`src/hw/dsp_pkg.sv`:
```
package dsp_pkg;
    // register indices on the plain register port
    localparam logic [2:0] ADDR_CTRL = 3'h0;
    localparam logic [2:0] ADDR_BUF = 3'h1;
    localparam logic [2:0] ADDR_STATION_ADDRESS = 3'h2;
    localparam logic [2:0] ADDR_SMASK = 3'h3;
    localparam logic [2:0] ADDR_PWR = 3'h4;
    localparam logic [2:0] ADDR_BAUD = 3'h5;
    // serial_control bit positions
    localparam int B_RXDONE = 0;
    localparam int B_TXDONE = 1;
    localparam int B_RX9 = 2;
    localparam int B_TX9 = 3;
    localparam int B_REN = 4;
    localparam int B_AFE = 5;
    localparam int B_MLO = 6;
    localparam int B_MHI = 7;
    // power_control_reg bit positions
    localparam int B_FEVIEW = 6;
    localparam int B_DOUBLE = 7;
    // baud source bits
    localparam int B_TXSRC = 0;
    localparam int B_RXSRC = 1;
    localparam logic [7:0] CTRL_RST = 8'h00;
    localparam logic [7:0] BYTE_RST = 8'h00;
    // fixed dividers
    localparam int DIV_M0 = 12;
    localparam int DIV_M2_SLOW = 64;
    localparam int DIV_M2_FAST = 32;
    localparam int OVS = 16;
    localparam logic [3:0] OVS_MID = 4'h7;
    localparam logic [3:0] OVS_LAST = 4'hF;
    localparam logic [3:0] BITS_8 = 4'h8;
    localparam logic [3:0] BITS_9 = 4'h9;
    localparam logic [3:0] BITS_10 = 4'hA;
    localparam logic [3:0] BITS_11 = 4'hB;

    typedef enum logic [1:0] {MODE_SHIFT, MODE_UART8, MODE_UART9F, MODE_UART9V} dsp_mode_e;
    typedef enum {TX_IDLE, TX_RUN} dsp_txst_e;
    typedef enum {RX_IDLE, RX_RUN} dsp_rxst_e;

    typedef struct packed {
        logic wr;
        logic rd;
        logic [2:0] addr;
        logic [7:0] wdata;
    } dsp_bus_s;
endpackage

```
`src/hw/dsp_serial_port.sv`:
```
// Overview of operation
// - one address: writes fill transmit buffer, reads return receive buffer.
// - mode 0 shifts 8 bits LSB first with shift clock at osc/12.
// - mode 1 frame is start, 8 data, stop; stop bit stored in rx_ninth_bit.
// - modes 2/3 send tx_ninth_bit as ninth bit and capture it to rx_ninth_bit.
// - mode 2 bit rate is osc/64, or osc/32 with baud_double_select.
// - mode 3 equals mode 2 but bit rate comes from timer overflow.
// - any write to the buffer address starts a transmission.
// - mode 0 reception starts when receive_done_flag is 0 and receive_enable is 1.
// - modes 1-3 reception starts on falling start edge while receive_enable set.
// - control bit 7 is frame_error_flag if view select set, else mode_select_high.
// - bad stop bit sets frame_error_flag; only software clears it.
// - mode select bits 00,01,10,11 choose modes 0,1,2,3.
// - modes 2/3 with filter: done only if ninth bit 1 and address matches.
// - mode 1 with filter: done only if stop bit valid and address matches.
// - reception only while receive_enable is 1.
// - transmit_done_flag set by hardware at end of frame, held until written.
// - receive_done_flag set at end of reception, subject to address filter.
// - compare byte uses address bits where mask is 1, others don't care; a byte with 1 in every bit set in address or mask also matches.
// - address recognition applies in modes 1-3 only.
// - station address and mask are readable and writable.
// - interrupt request is transmit_done_flag OR receive_done_flag.
// - modes 1/3 pick tx/rx bit clock from second timer when source select is 1.
`timescale 1ns/1ps
`default_nettype none
module dsp_serial_port
    import dsp_pkg::*;
#(
    parameter int SYNC_STAGES = 3
) (
    input wire logic sys_clk_i, // 200 MHz
    input wire logic rst_i, // async, active high
    input wire logic [2:0] addr_i, // register index
    input wire logic [7:0] wdata_i, // write data
    input wire logic wr_i, // write strobe
    input wire logic rd_i, // read strobe
    output logic [7:0] rdata_o, // read data, cycle after strobe
    input wire logic timer1_ovf_i, // first timer overflow pulse
    input wire logic timer2_ovf_i, // second timer overflow pulse
    input wire logic rxd_i, // data pin input
    output logic rxd_o, // data pin output (mode 0)
    output logic rxd_oe_o, // data pin enable
    output logic txd_o, // serial out / shift clock
    output logic irq_o // serial interrupt request
);
    dsp_bus_s bus;
    assign bus = '{wr: wr_i, rd: rd_i, addr: addr_i, wdata: wdata_i};

    logic mhi_r, mlo_r, afe_r, ren_r, tx9_r, rx9_r, txd_r, rxdn_r, fe_r;
    logic feview_r, dbl_r, txsrc_r, rxsrc_r;
    logic [7:0] rxbuf_r, station_address_r, smask_r, rdata_r;
    dsp_mode_e mode;
    assign mode = dsp_mode_e'({mhi_r, mlo_r});

    // three-stage synchroniser; stage 0 read only by stage 1
    logic [2:0] rx_sync_r;
    always_ff @(posedge sys_clk_i or posedge rst_i) begin
        if (rst_i) begin
            rx_sync_r <= 3'h7;
        end else begin
            rx_sync_r <= {rx_sync_r[1:0], rxd_i};
        end
    end
    logic rx_lvl_r;
    always_ff @(posedge sys_clk_i or posedge rst_i) begin
        if (rst_i) begin
            rx_lvl_r <= 1'b1;
        end else if (rx_sync_r[1] == rx_sync_r[2]) begin
            rx_lvl_r <= rx_sync_r[2];
        end
    end

    // tick12 marks each half of the osc/12 shift clock; tick_m2 is the
    // 16x sample tick of mode 2, so one bit lasts 32 or 64 clocks
    logic [3:0] div12_r;
    logic [5:0] div64_r;
    logic tick12, tick_m2;
    assign tick12 = (div12_r == 4'((DIV_M0 / 2) - 1));
    assign tick_m2 = dbl_r ? (div64_r == 6'((DIV_M2_FAST / OVS) - 1))
                           : (div64_r == 6'((DIV_M2_SLOW / OVS) - 1));
    always_ff @(posedge sys_clk_i or posedge rst_i) begin
        if (rst_i) begin
            div12_r <= 4'h0;
            div64_r <= 6'h00;
        end else begin
            div12_r <= tick12 ? 4'h0 : div12_r + 4'h1;
            div64_r <= tick_m2 ? 6'h00 : div64_r + 6'h01;
        end
    end

    // modes 1 and 3 take their 16x sample tick from a timer overflow
    function automatic logic pick_tick(input dsp_mode_e m, input logic src, input logic m2t);
        case (m)
            MODE_UART9F: pick_tick = m2t;
            default: pick_tick = src ? timer2_ovf_i : timer1_ovf_i;
        endcase
    endfunction
    logic tx_os, rx_os;
    assign tx_os = pick_tick(mode, txsrc_r, tick_m2);
    assign rx_os = pick_tick(mode, rxsrc_r, tick_m2);

    // address match
    function automatic logic addr_hit(input logic [7:0] b, input logic [7:0] a, input logic [7:0] m);
        logic [7:0] bc;
        bc = a | m;
        addr_hit = (((b ^ a) & m) == 8'h00) || (((b ^ bc) & bc) == 8'h00);
    endfunction

    // transmitter
    dsp_txst_e tx_st;
    logic [10:0] tx_sh_r;
    logic [3:0] tx_cnt_r, tx_os_r;
    logic tx_clk_r, tx_out_r, tx_fin;
    logic [3:0] tx_len;
    // mode 0 spends its first falling edge on a dummy bit so d0 stands before the first rise
    assign tx_len = (mode == MODE_SHIFT) ? BITS_9 : (mode == MODE_UART8) ? BITS_10 : BITS_11;
    logic tx_step;
    assign tx_step = (mode == MODE_SHIFT) ? (tick12 && tx_clk_r) : (tx_os && tx_os_r == OVS_LAST);
    assign tx_fin = (tx_st == TX_RUN) && tx_step && (tx_cnt_r == tx_len - 4'h1);
    logic buf_wr;
    assign buf_wr = bus.wr && bus.addr == ADDR_BUF;
    always_ff @(posedge sys_clk_i or posedge rst_i) begin
        if (rst_i) begin
            tx_st <= TX_IDLE;
            tx_sh_r <= 11'h7FF;
            tx_cnt_r <= 4'h0;
            tx_os_r <= 4'h0;
            tx_clk_r <= 1'b1;
        end else if (buf_wr) begin
            tx_st <= TX_RUN;
            tx_cnt_r <= 4'h0;
            tx_os_r <= 4'h0;
            tx_clk_r <= 1'b1;
            if (mode == MODE_SHIFT) begin
                tx_sh_r <= {2'h3, bus.wdata, 1'b1};
            end else if (mode == MODE_UART8) begin
                tx_sh_r <= {2'h3, bus.wdata, 1'b0};
            end else begin
                tx_sh_r <= {1'b1, tx9_r, bus.wdata, 1'b0};
            end
        end else if (tx_st == TX_RUN) begin
            if (mode == MODE_SHIFT) begin
                if (tick12) begin
                    tx_clk_r <= ~tx_clk_r;
                end
            end else if (tx_os) begin
                tx_os_r <= tx_os_r + 4'h1;
            end
            if (tx_step) begin
                tx_sh_r <= {1'b1, tx_sh_r[10:1]};
                tx_cnt_r <= tx_cnt_r + 4'h1;
                if (tx_fin) begin
                    tx_st <= TX_IDLE;
                end
            end
        end
    end

    // receiver
    dsp_rxst_e rx_st;
    logic [9:0] rx_sh_r;
    logic [3:0] rx_cnt_r, rx_os_r;
    logic rx_prev_r, rx_clk_r, rx_fin, rx_fe_ev, rx_set;
    logic [3:0] rx_len;
    assign rx_len = (mode == MODE_UART8) ? BITS_9 : (mode == MODE_SHIFT) ? (BITS_8 - 4'h1) : BITS_10;
    logic rx_start;
    assign rx_start = (rx_st == RX_IDLE) && ren_r &&
        ((mode == MODE_SHIFT) ? !rxdn_r
                              : (rx_prev_r && !rx_lvl_r));
    logic rx_samp;
    assign rx_samp = (mode == MODE_SHIFT) ? (tick12 && !rx_clk_r) : (rx_os && rx_os_r == OVS_MID);
    assign rx_fin = (rx_st == RX_RUN) && rx_samp && (rx_cnt_r == rx_len);
    logic [7:0] rx_byte;
    logic rx_stop, rx_bit9;
    // rx_sh_r holds most recent bit at top; frame shifted in LSB first
    always_comb begin
        rx_byte = 8'h00;
        rx_stop = rx_lvl_r;
        rx_bit9 = rx_lvl_r;
        case (mode)
            MODE_SHIFT: rx_byte = {rx_lvl_r, rx_sh_r[9:3]};
            MODE_UART8: rx_byte = rx_sh_r[9:2];
            default: begin
                rx_byte = rx_sh_r[8:1];
                rx_bit9 = rx_sh_r[9];
            end
        endcase
    end
    assign rx_fe_ev = rx_fin && (mode != MODE_SHIFT) && !rx_stop;
    always_comb begin
        case (mode)
            MODE_SHIFT: rx_set = rx_fin;
            MODE_UART8: rx_set = rx_fin && (!afe_r || (rx_stop && addr_hit(rx_byte, station_address_r, smask_r)));
            default: rx_set = rx_fin && (!afe_r || (rx_bit9 && addr_hit(rx_byte, station_address_r, smask_r)));
        endcase
    end
    always_ff @(posedge sys_clk_i or posedge rst_i) begin
        if (rst_i) begin
            rx_st <= RX_IDLE;
            rx_sh_r <= 10'h000;
            rx_cnt_r <= 4'h0;
            rx_os_r <= 4'h0;
            rx_prev_r <= 1'b1;
            rx_clk_r <= 1'b1;
        end else begin
            rx_prev_r <= rx_lvl_r;
            if (rx_start) begin
                rx_st <= RX_RUN;
                rx_cnt_r <= 4'h0;
                rx_os_r <= 4'h0;
                rx_clk_r <= 1'b1;
            end else if (rx_st == RX_RUN) begin
                if (!ren_r) begin
                    rx_st <= RX_IDLE;
                end else begin
                    if (mode == MODE_SHIFT) begin
                        if (tick12) begin
                            rx_clk_r <= ~rx_clk_r;
                        end
                    end else if (rx_os) begin
                        rx_os_r <= rx_os_r + 4'h1;
                    end
                    if (rx_samp) begin
                        rx_sh_r <= {rx_lvl_r, rx_sh_r[9:1]};
                        rx_cnt_r <= rx_cnt_r + 4'h1;
                        // a start bit that is no longer low is a glitch
                        if (mode != MODE_SHIFT && rx_cnt_r == 4'h0 && rx_lvl_r) begin
                            rx_st <= RX_IDLE;
                        end
                        if (rx_fin) begin
                            rx_st <= RX_IDLE;
                        end
                    end
                end
            end
        end
    end

    // control and flag registers; hardware set wins over software clear
    logic ctrl_wr;
    assign ctrl_wr = bus.wr && bus.addr == ADDR_CTRL;
    always_ff @(posedge sys_clk_i or posedge rst_i) begin
        if (rst_i) begin
            {mhi_r, mlo_r, afe_r, ren_r, tx9_r} <= CTRL_RST[7:3];
            fe_r <= 1'b0;
        end else begin
            if (ctrl_wr) begin
                if (!feview_r) begin
                    mhi_r <= bus.wdata[B_MHI];
                end
                mlo_r <= bus.wdata[B_MLO];
                afe_r <= bus.wdata[B_AFE];
                ren_r <= bus.wdata[B_REN];
                tx9_r <= bus.wdata[B_TX9];
            end
            if (rx_fe_ev) begin
                fe_r <= 1'b1;
            end else if (ctrl_wr && feview_r) begin
                fe_r <= bus.wdata[B_MHI];
            end
        end
    end
    always_ff @(posedge sys_clk_i or posedge rst_i) begin
        if (rst_i) begin
            txd_r <= 1'b0;
            rxdn_r <= 1'b0;
            rx9_r <= 1'b0;
            rxbuf_r <= BYTE_RST;
        end else begin
            if (tx_fin) begin
                txd_r <= 1'b1;
            end else if (ctrl_wr) begin
                txd_r <= bus.wdata[B_TXDONE];
            end
            if (rx_set) begin
                rxdn_r <= 1'b1;
                rxbuf_r <= rx_byte;
                if (mode != MODE_SHIFT) begin
                    rx9_r <= (mode == MODE_UART8) ? rx_stop : rx_bit9;
                end
            end else if (ctrl_wr) begin
                rxdn_r <= bus.wdata[B_RXDONE];
                rx9_r <= bus.wdata[B_RX9];
            end
        end
    end

    // address, mask, power and baud source registers
    always_ff @(posedge sys_clk_i or posedge rst_i) begin
        if (rst_i) begin
            station_address_r <= BYTE_RST;
            smask_r <= BYTE_RST;
            feview_r <= 1'b0;
            dbl_r <= 1'b0;
            txsrc_r <= 1'b0;
            rxsrc_r <= 1'b0;
        end else if (bus.wr) begin
            case (bus.addr)
                ADDR_STATION_ADDRESS: station_address_r <= bus.wdata;
                ADDR_SMASK: smask_r <= bus.wdata;
                ADDR_PWR: begin
                    feview_r <= bus.wdata[B_FEVIEW];
                    dbl_r <= bus.wdata[B_DOUBLE];
                end
                ADDR_BAUD: begin
                    txsrc_r <= bus.wdata[B_TXSRC];
                    rxsrc_r <= bus.wdata[B_RXSRC];
                end
                default: ;
            endcase
        end
    end

    // read port; unmapped indices read zero
    logic [7:0] ctrl_view;
    assign ctrl_view = {feview_r ? fe_r : mhi_r, mlo_r, afe_r, ren_r, tx9_r, rx9_r, txd_r, rxdn_r};
    always_ff @(posedge sys_clk_i or posedge rst_i) begin
        if (rst_i) begin
            rdata_r <= 8'h00;
        end else if (bus.rd) begin
            case (bus.addr)
                ADDR_CTRL: rdata_r <= ctrl_view;
                ADDR_BUF: rdata_r <= rxbuf_r;
                ADDR_STATION_ADDRESS: rdata_r <= station_address_r;
                ADDR_SMASK: rdata_r <= smask_r;
                ADDR_PWR: rdata_r <= {dbl_r, feview_r, 6'h00};
                ADDR_BAUD: rdata_r <= {6'h00, rxsrc_r, txsrc_r};
                default: rdata_r <= 8'h00;
            endcase
        end else begin
            rdata_r <= 8'h00;
        end
    end
    assign rdata_o = rdata_r;

    // pin drive: mode 0 drives data on rxd while transmitting, clock on txd
    always_ff @(posedge sys_clk_i or posedge rst_i) begin
        if (rst_i) begin
            tx_out_r <= 1'b1;
        end else if (tx_st == TX_RUN && mode == MODE_SHIFT) begin
            tx_out_r <= tx_clk_r;
        end else if (tx_st == TX_RUN) begin
            tx_out_r <= tx_sh_r[0];
        end else if (rx_st == RX_RUN && mode == MODE_SHIFT) begin
            tx_out_r <= rx_clk_r;
        end else begin
            tx_out_r <= 1'b1;
        end
    end
    assign txd_o = tx_out_r;
    always_ff @(posedge sys_clk_i or posedge rst_i) begin
        if (rst_i) begin
            rxd_o <= 1'b1;
            rxd_oe_o <= 1'b0;
        end else begin
            rxd_o <= tx_sh_r[0];
            rxd_oe_o <= (tx_st == TX_RUN) && (mode == MODE_SHIFT);
        end
    end
    assign irq_o = txd_r | rxdn_r;
endmodule
`default_nettype wire

```
`config.mk`:
```
export PLATFORM = sky130hd
export DESIGN_NAME = dsp_serial_port
export DESIGN_NICKNAME = d
export VERILOG_FILES = /design/src/hw/dsp_pkg.sv /design/src/hw/dsp_serial_port.sv
export SDC_FILE = /design/constraint.sdc
export NUM_CORES = 1
export LEC_CHECK = 0
export BUFFER_PORTS_ARGS = -buffer_cell sky130_fd_sc_hd__buf_4
export CAP_MARGIN = 0
export CORE_ASPECT_RATIO = 1.5
export CORE_UTILIZATION = 55
export CTS_BUF_LIST = sky130_fd_sc_hd__clkbuf_8 sky130_fd_sc_hd__clkbuf_16
export CTS_CLUSTER_DIAMETER = 80
export DETAILED_ROUTE_END_ITERATION = 12
export GPL_TIMING_DRIVEN = 0
export PLACE_DENSITY = 0.78
export SETUP_SLACK_MARGIN = 0.1
export SYNTH_ARGS = -nofsm -noshare
export SYNTH_HDL_FRONTEND = slang
export SYNTH_SLANG_ARGS = --single-unit
```
`constraint.sdc`:
```
create_clock -name sys_clk_i -period 2.83 [get_ports sys_clk_i]
set_clock_uncertainty 0.15 [all_clocks]
set_input_delay 0.283 -clock sys_clk_i [delete_from_list [all_inputs] [get_ports sys_clk_i]]
set_output_delay 0.283 -clock sys_clk_i [all_outputs]
set_load 0.05 [all_outputs]
```
==> key figures <==
CTS
  – CTS tree: yes
  – H-tree depth: 3
  – CTS Sinks: 102
  – Clock Latency Late Sink: 0.34 ns
  – Clk slew on worst S/H paths: 0.07 ns
  – Deepest clock path buffer count: 2
  – Root cell of the clock tree: clkbuf_16
  – Num CTS Buffers: 9

Run status
  – Status: completed

Critical path
  – Worst path cell trace: or4b_4 -> or4_4 -> a211oi_4 -> buf_4 -> o21bai_4 -> o21bai_4 -> mux2_4
  – Reg2reg end: rxbuf_r[0]
  – Buf/Inv on CP: 1
  – Required time of the critical path: 2.91 ns
  – CP endpoint kind: flip-flop
  – Max stage delay on crit path: 0.58 ns
  – Arrival @ worst endpoint: 2.84 ns
  – Crit-path slowest cell: or4b_4
  – Worst r2r src: div64_r[4]
  – Crit path launch type: flip-flop
  – Crit path top cell by count: o21bai_4
  – Type of the worst setup path: flip-flop to flip-flop
  – R2R depth: 7
  – Worst-path maximum fanout: 6
  – Worst path top cell family by delay: simple AND/OR/NAND/NOR gates
  – FF-to-FF setup slack: 0.07 ns

Timing
  – Fmax: 362 MHz
  – Final worst setup slack: 0.0666 ns
  – Final setup viols: 0
  – Final Max Slew Viols: 0
  – RSZ-0062 raised after global routing: true
  – Rel. slew slack: 42.9%
  – Min Tclk post-route: 2.76 ns
  – Fin. Hold Viols: 0
  – Worst-margin pin slew: 0.853 ns
  – Final period utilization: 97.6%

Yosys
  – Synthesized Nets: 505
  – Synth Flop Type: dfrtp_1
  – Avg Inst Size Synth: 11.1 µm²
  – Synth top area share: 38.8%
  – Number of flops mapped to enable cells by yosys: 0
  – Synth top area cells: dfrtp_1 39%, dfstp_2 9.3%, mux2i_1 6.7%
  – Seq cells post-synth: 102
  – Cell Area, Synth: 0.00536 mm²
  – Seq/Total Area, Yosys: 48.1%
  – Async set-reset flop share out of synthesis: 100%
  – Cell taking the most area after synthesis: dfrtp_1
  – Library cells used by synthesis: 69
  – Post-Synthesis Cells: 481
  – Ys Warns: 0

Min path
  – Hold Path End: rxdn_r
  – HP Class: input port to flip-flop
  – Min-delay src: wdata_i[0]
  – Hold path depth: 3

Die
  – Core Box Area: 0.00936 mm²
  – Rows: 43
  – Starting Density: 57.2%
  – IO Count: 30
  – Total Die Area: 0.0101 mm²
  – Die height: 123 µm
  – Die W: 82.6 µm

Placed design
  – Placed Cells: 623
  – Final Wtd Congestion: 0.892
  – Dpl hpwl: 9230 µm
  – Worst slack, placed: -0.289 ns
  – IO Port Bufs: 28

Global route
  – First-pass GRT wire length: 20,600 µm
  – All-Layer GR Usage: 28.1%
  – Initial antenna violation count: 0
  – Maximum number of pins on one net before global-route repair: 45
  – Gr ovfl total: 0
  – Vias in the first global route: 4,055

Cells and area
  – Finished Layout Cells: 659
  – Nets: 566
  – N_diodes: 0
  – Commonest non-fill, non-tap cell in the layout: dfrtp_1
  – Area Overhead vs Synth: 18.4%
  – Share of cells above drive strength 1: 31.4%
  – Most frequent cells in the layout: 76 x dfrtp_1, 46 x buf_4, 44 x nor2_1

Detailed routing
  – DR pass1 iterations: 4
  – Post-DR wirelength/cell: 19.8 µm
  – First DRT Iteration DRCs: 229
  – Routed vias: 3,991
  – Post-route DRC: 0
  – Remaining antenna violation count: 0
  – DRT Wirelength: 13,000 µm
  – Via density: 6.06

Run
  – Max_cap viols: 0

Power
  – P_leak: 2.87 nW
  – IR drop worst, VDD: 0.000678 V
  – Pwr/cell area: 724 mW/mm²
layout make-up:
| class | count | area [µm²] |
|---|---|---|
| well taps | 112 | 140 |
| repair buffers | 51 | 437 |
| fillers | 701 | 3020 |
| plain buffers | 19 | 120 |
| flip-flops and latches | 102 | 2580 |
| clock buffers | 10 | 239 |
| inverters | 11 | 45.0 |
| clock inverters | 6 | 31.3 |
| multi-input cells | 348 | 2750 |
what timing repair did:
item,CTS,global route
setup buffers,9,9
pin swaps,7,4
hold buffers,2,0
cloned,2,0
setup endpoints to repair,32,20
gates resized for setup,15,24
endpoints found under the hold margin,21,0
metal layers:
metal | vias up | GRT usage (%) | wire (µm)
met5 | - | 0 | 0
met4 | 0 | 16.3 | 597
met3 | 43 | 4.16 | 344
met2 | 109 | 48.8 | 6890
met1 | 1998 | 32.0 | 5200
li1 | 1841 | - | -
per-stage QoR:
stage | area, µm² | utilization, % | hold slack, ns | TNS, ns | total power, mW
after floorplan | 5360 | - | 0.137 | 0 | 2.96
after global placement | 5710 | 61.0 | 0.196 | -3.52 | 3.28
after detailed placement | 5750 | 61.4 | 0.198 | -3.07 | 3.33
after CTS | 6200 | 66.2 | 0.0669 | 0 | 4.53
after global routing | 6340 | 67.7 | 0.0686 | -0.0166 | 4.83
final | 6340 | 67.7 | 0.0718 | 0 | 4.59
how the worst max path moves through the flow:
stage / startpoint / to / slack [ns] / cells past startpoint
global route: div64_r[4] / rxbuf_r[0] / -0.01 / 7
CTS: station_address_r[5] / rxbuf_r[0] / 0.09 / 8
finish: div64_r[4] / rxbuf_r[0] / 0.07 / 7
detailed placement: mhi_r / rxbuf_r[3] / -0.29 / 9
floorplan: div64_r[2] / rxbuf_r[2] / 0.16 / 6
global placement: mhi_r / rxbuf_r[0] / -0.34 / 9
worst min-delay path, stage by stage:
cell     delay [ns]
buf_4          0.12
mux2i_1        0.07
nand2_1        0.06
synth_stat cells, types with 6 or more instances:
cell type  number
nand2_1        31
clkbuf_1       11
nand2b_1       10
dfrtp_1        83
mux2_4         15
nand3_1        13
o21a_1          6
dfstp_2        19
nor2b_1         6
xnor2_1        15
xor2_1         11
inv_1          11
mux2_2         28
ha_1            6
nor2_1         44
o21ai_0        22
mux2i_1        36
a21oi_1        25
where the power goes:
part	switching [mW]	internal, mW	leakage [nW]
Clock	0.517	0.611	0.145
Sequential	0.319	1.82	1.26
Combinational	0.704	0.623	1.46
Total	1.54	3.05	2.87
kinds of logic after synthesis:
family / Yosys count / synth area share, %
AOI/OAI and AO/OA: 89 / 11.1
xor gates and xnor gates: 26 / 4.25
adders and majority gates: 7 / 1.59
buffers and inverters: 32 / 2.87
DFF: 102 / 48.1
muxes: 83 / 18.5
and+or+nand+nor: 142 / 13.6
sequential cells by signal, indices dropped and copies added (netlist names), 6 cells and up:
signal,cells
div64_r,6
smask_r,8
rxbuf_r,8
rx_sh_r,9
tx_sh_r,10
station_address_r,8
rdata_o,8
No activity file was read; power rests on OpenSTA's default activity.
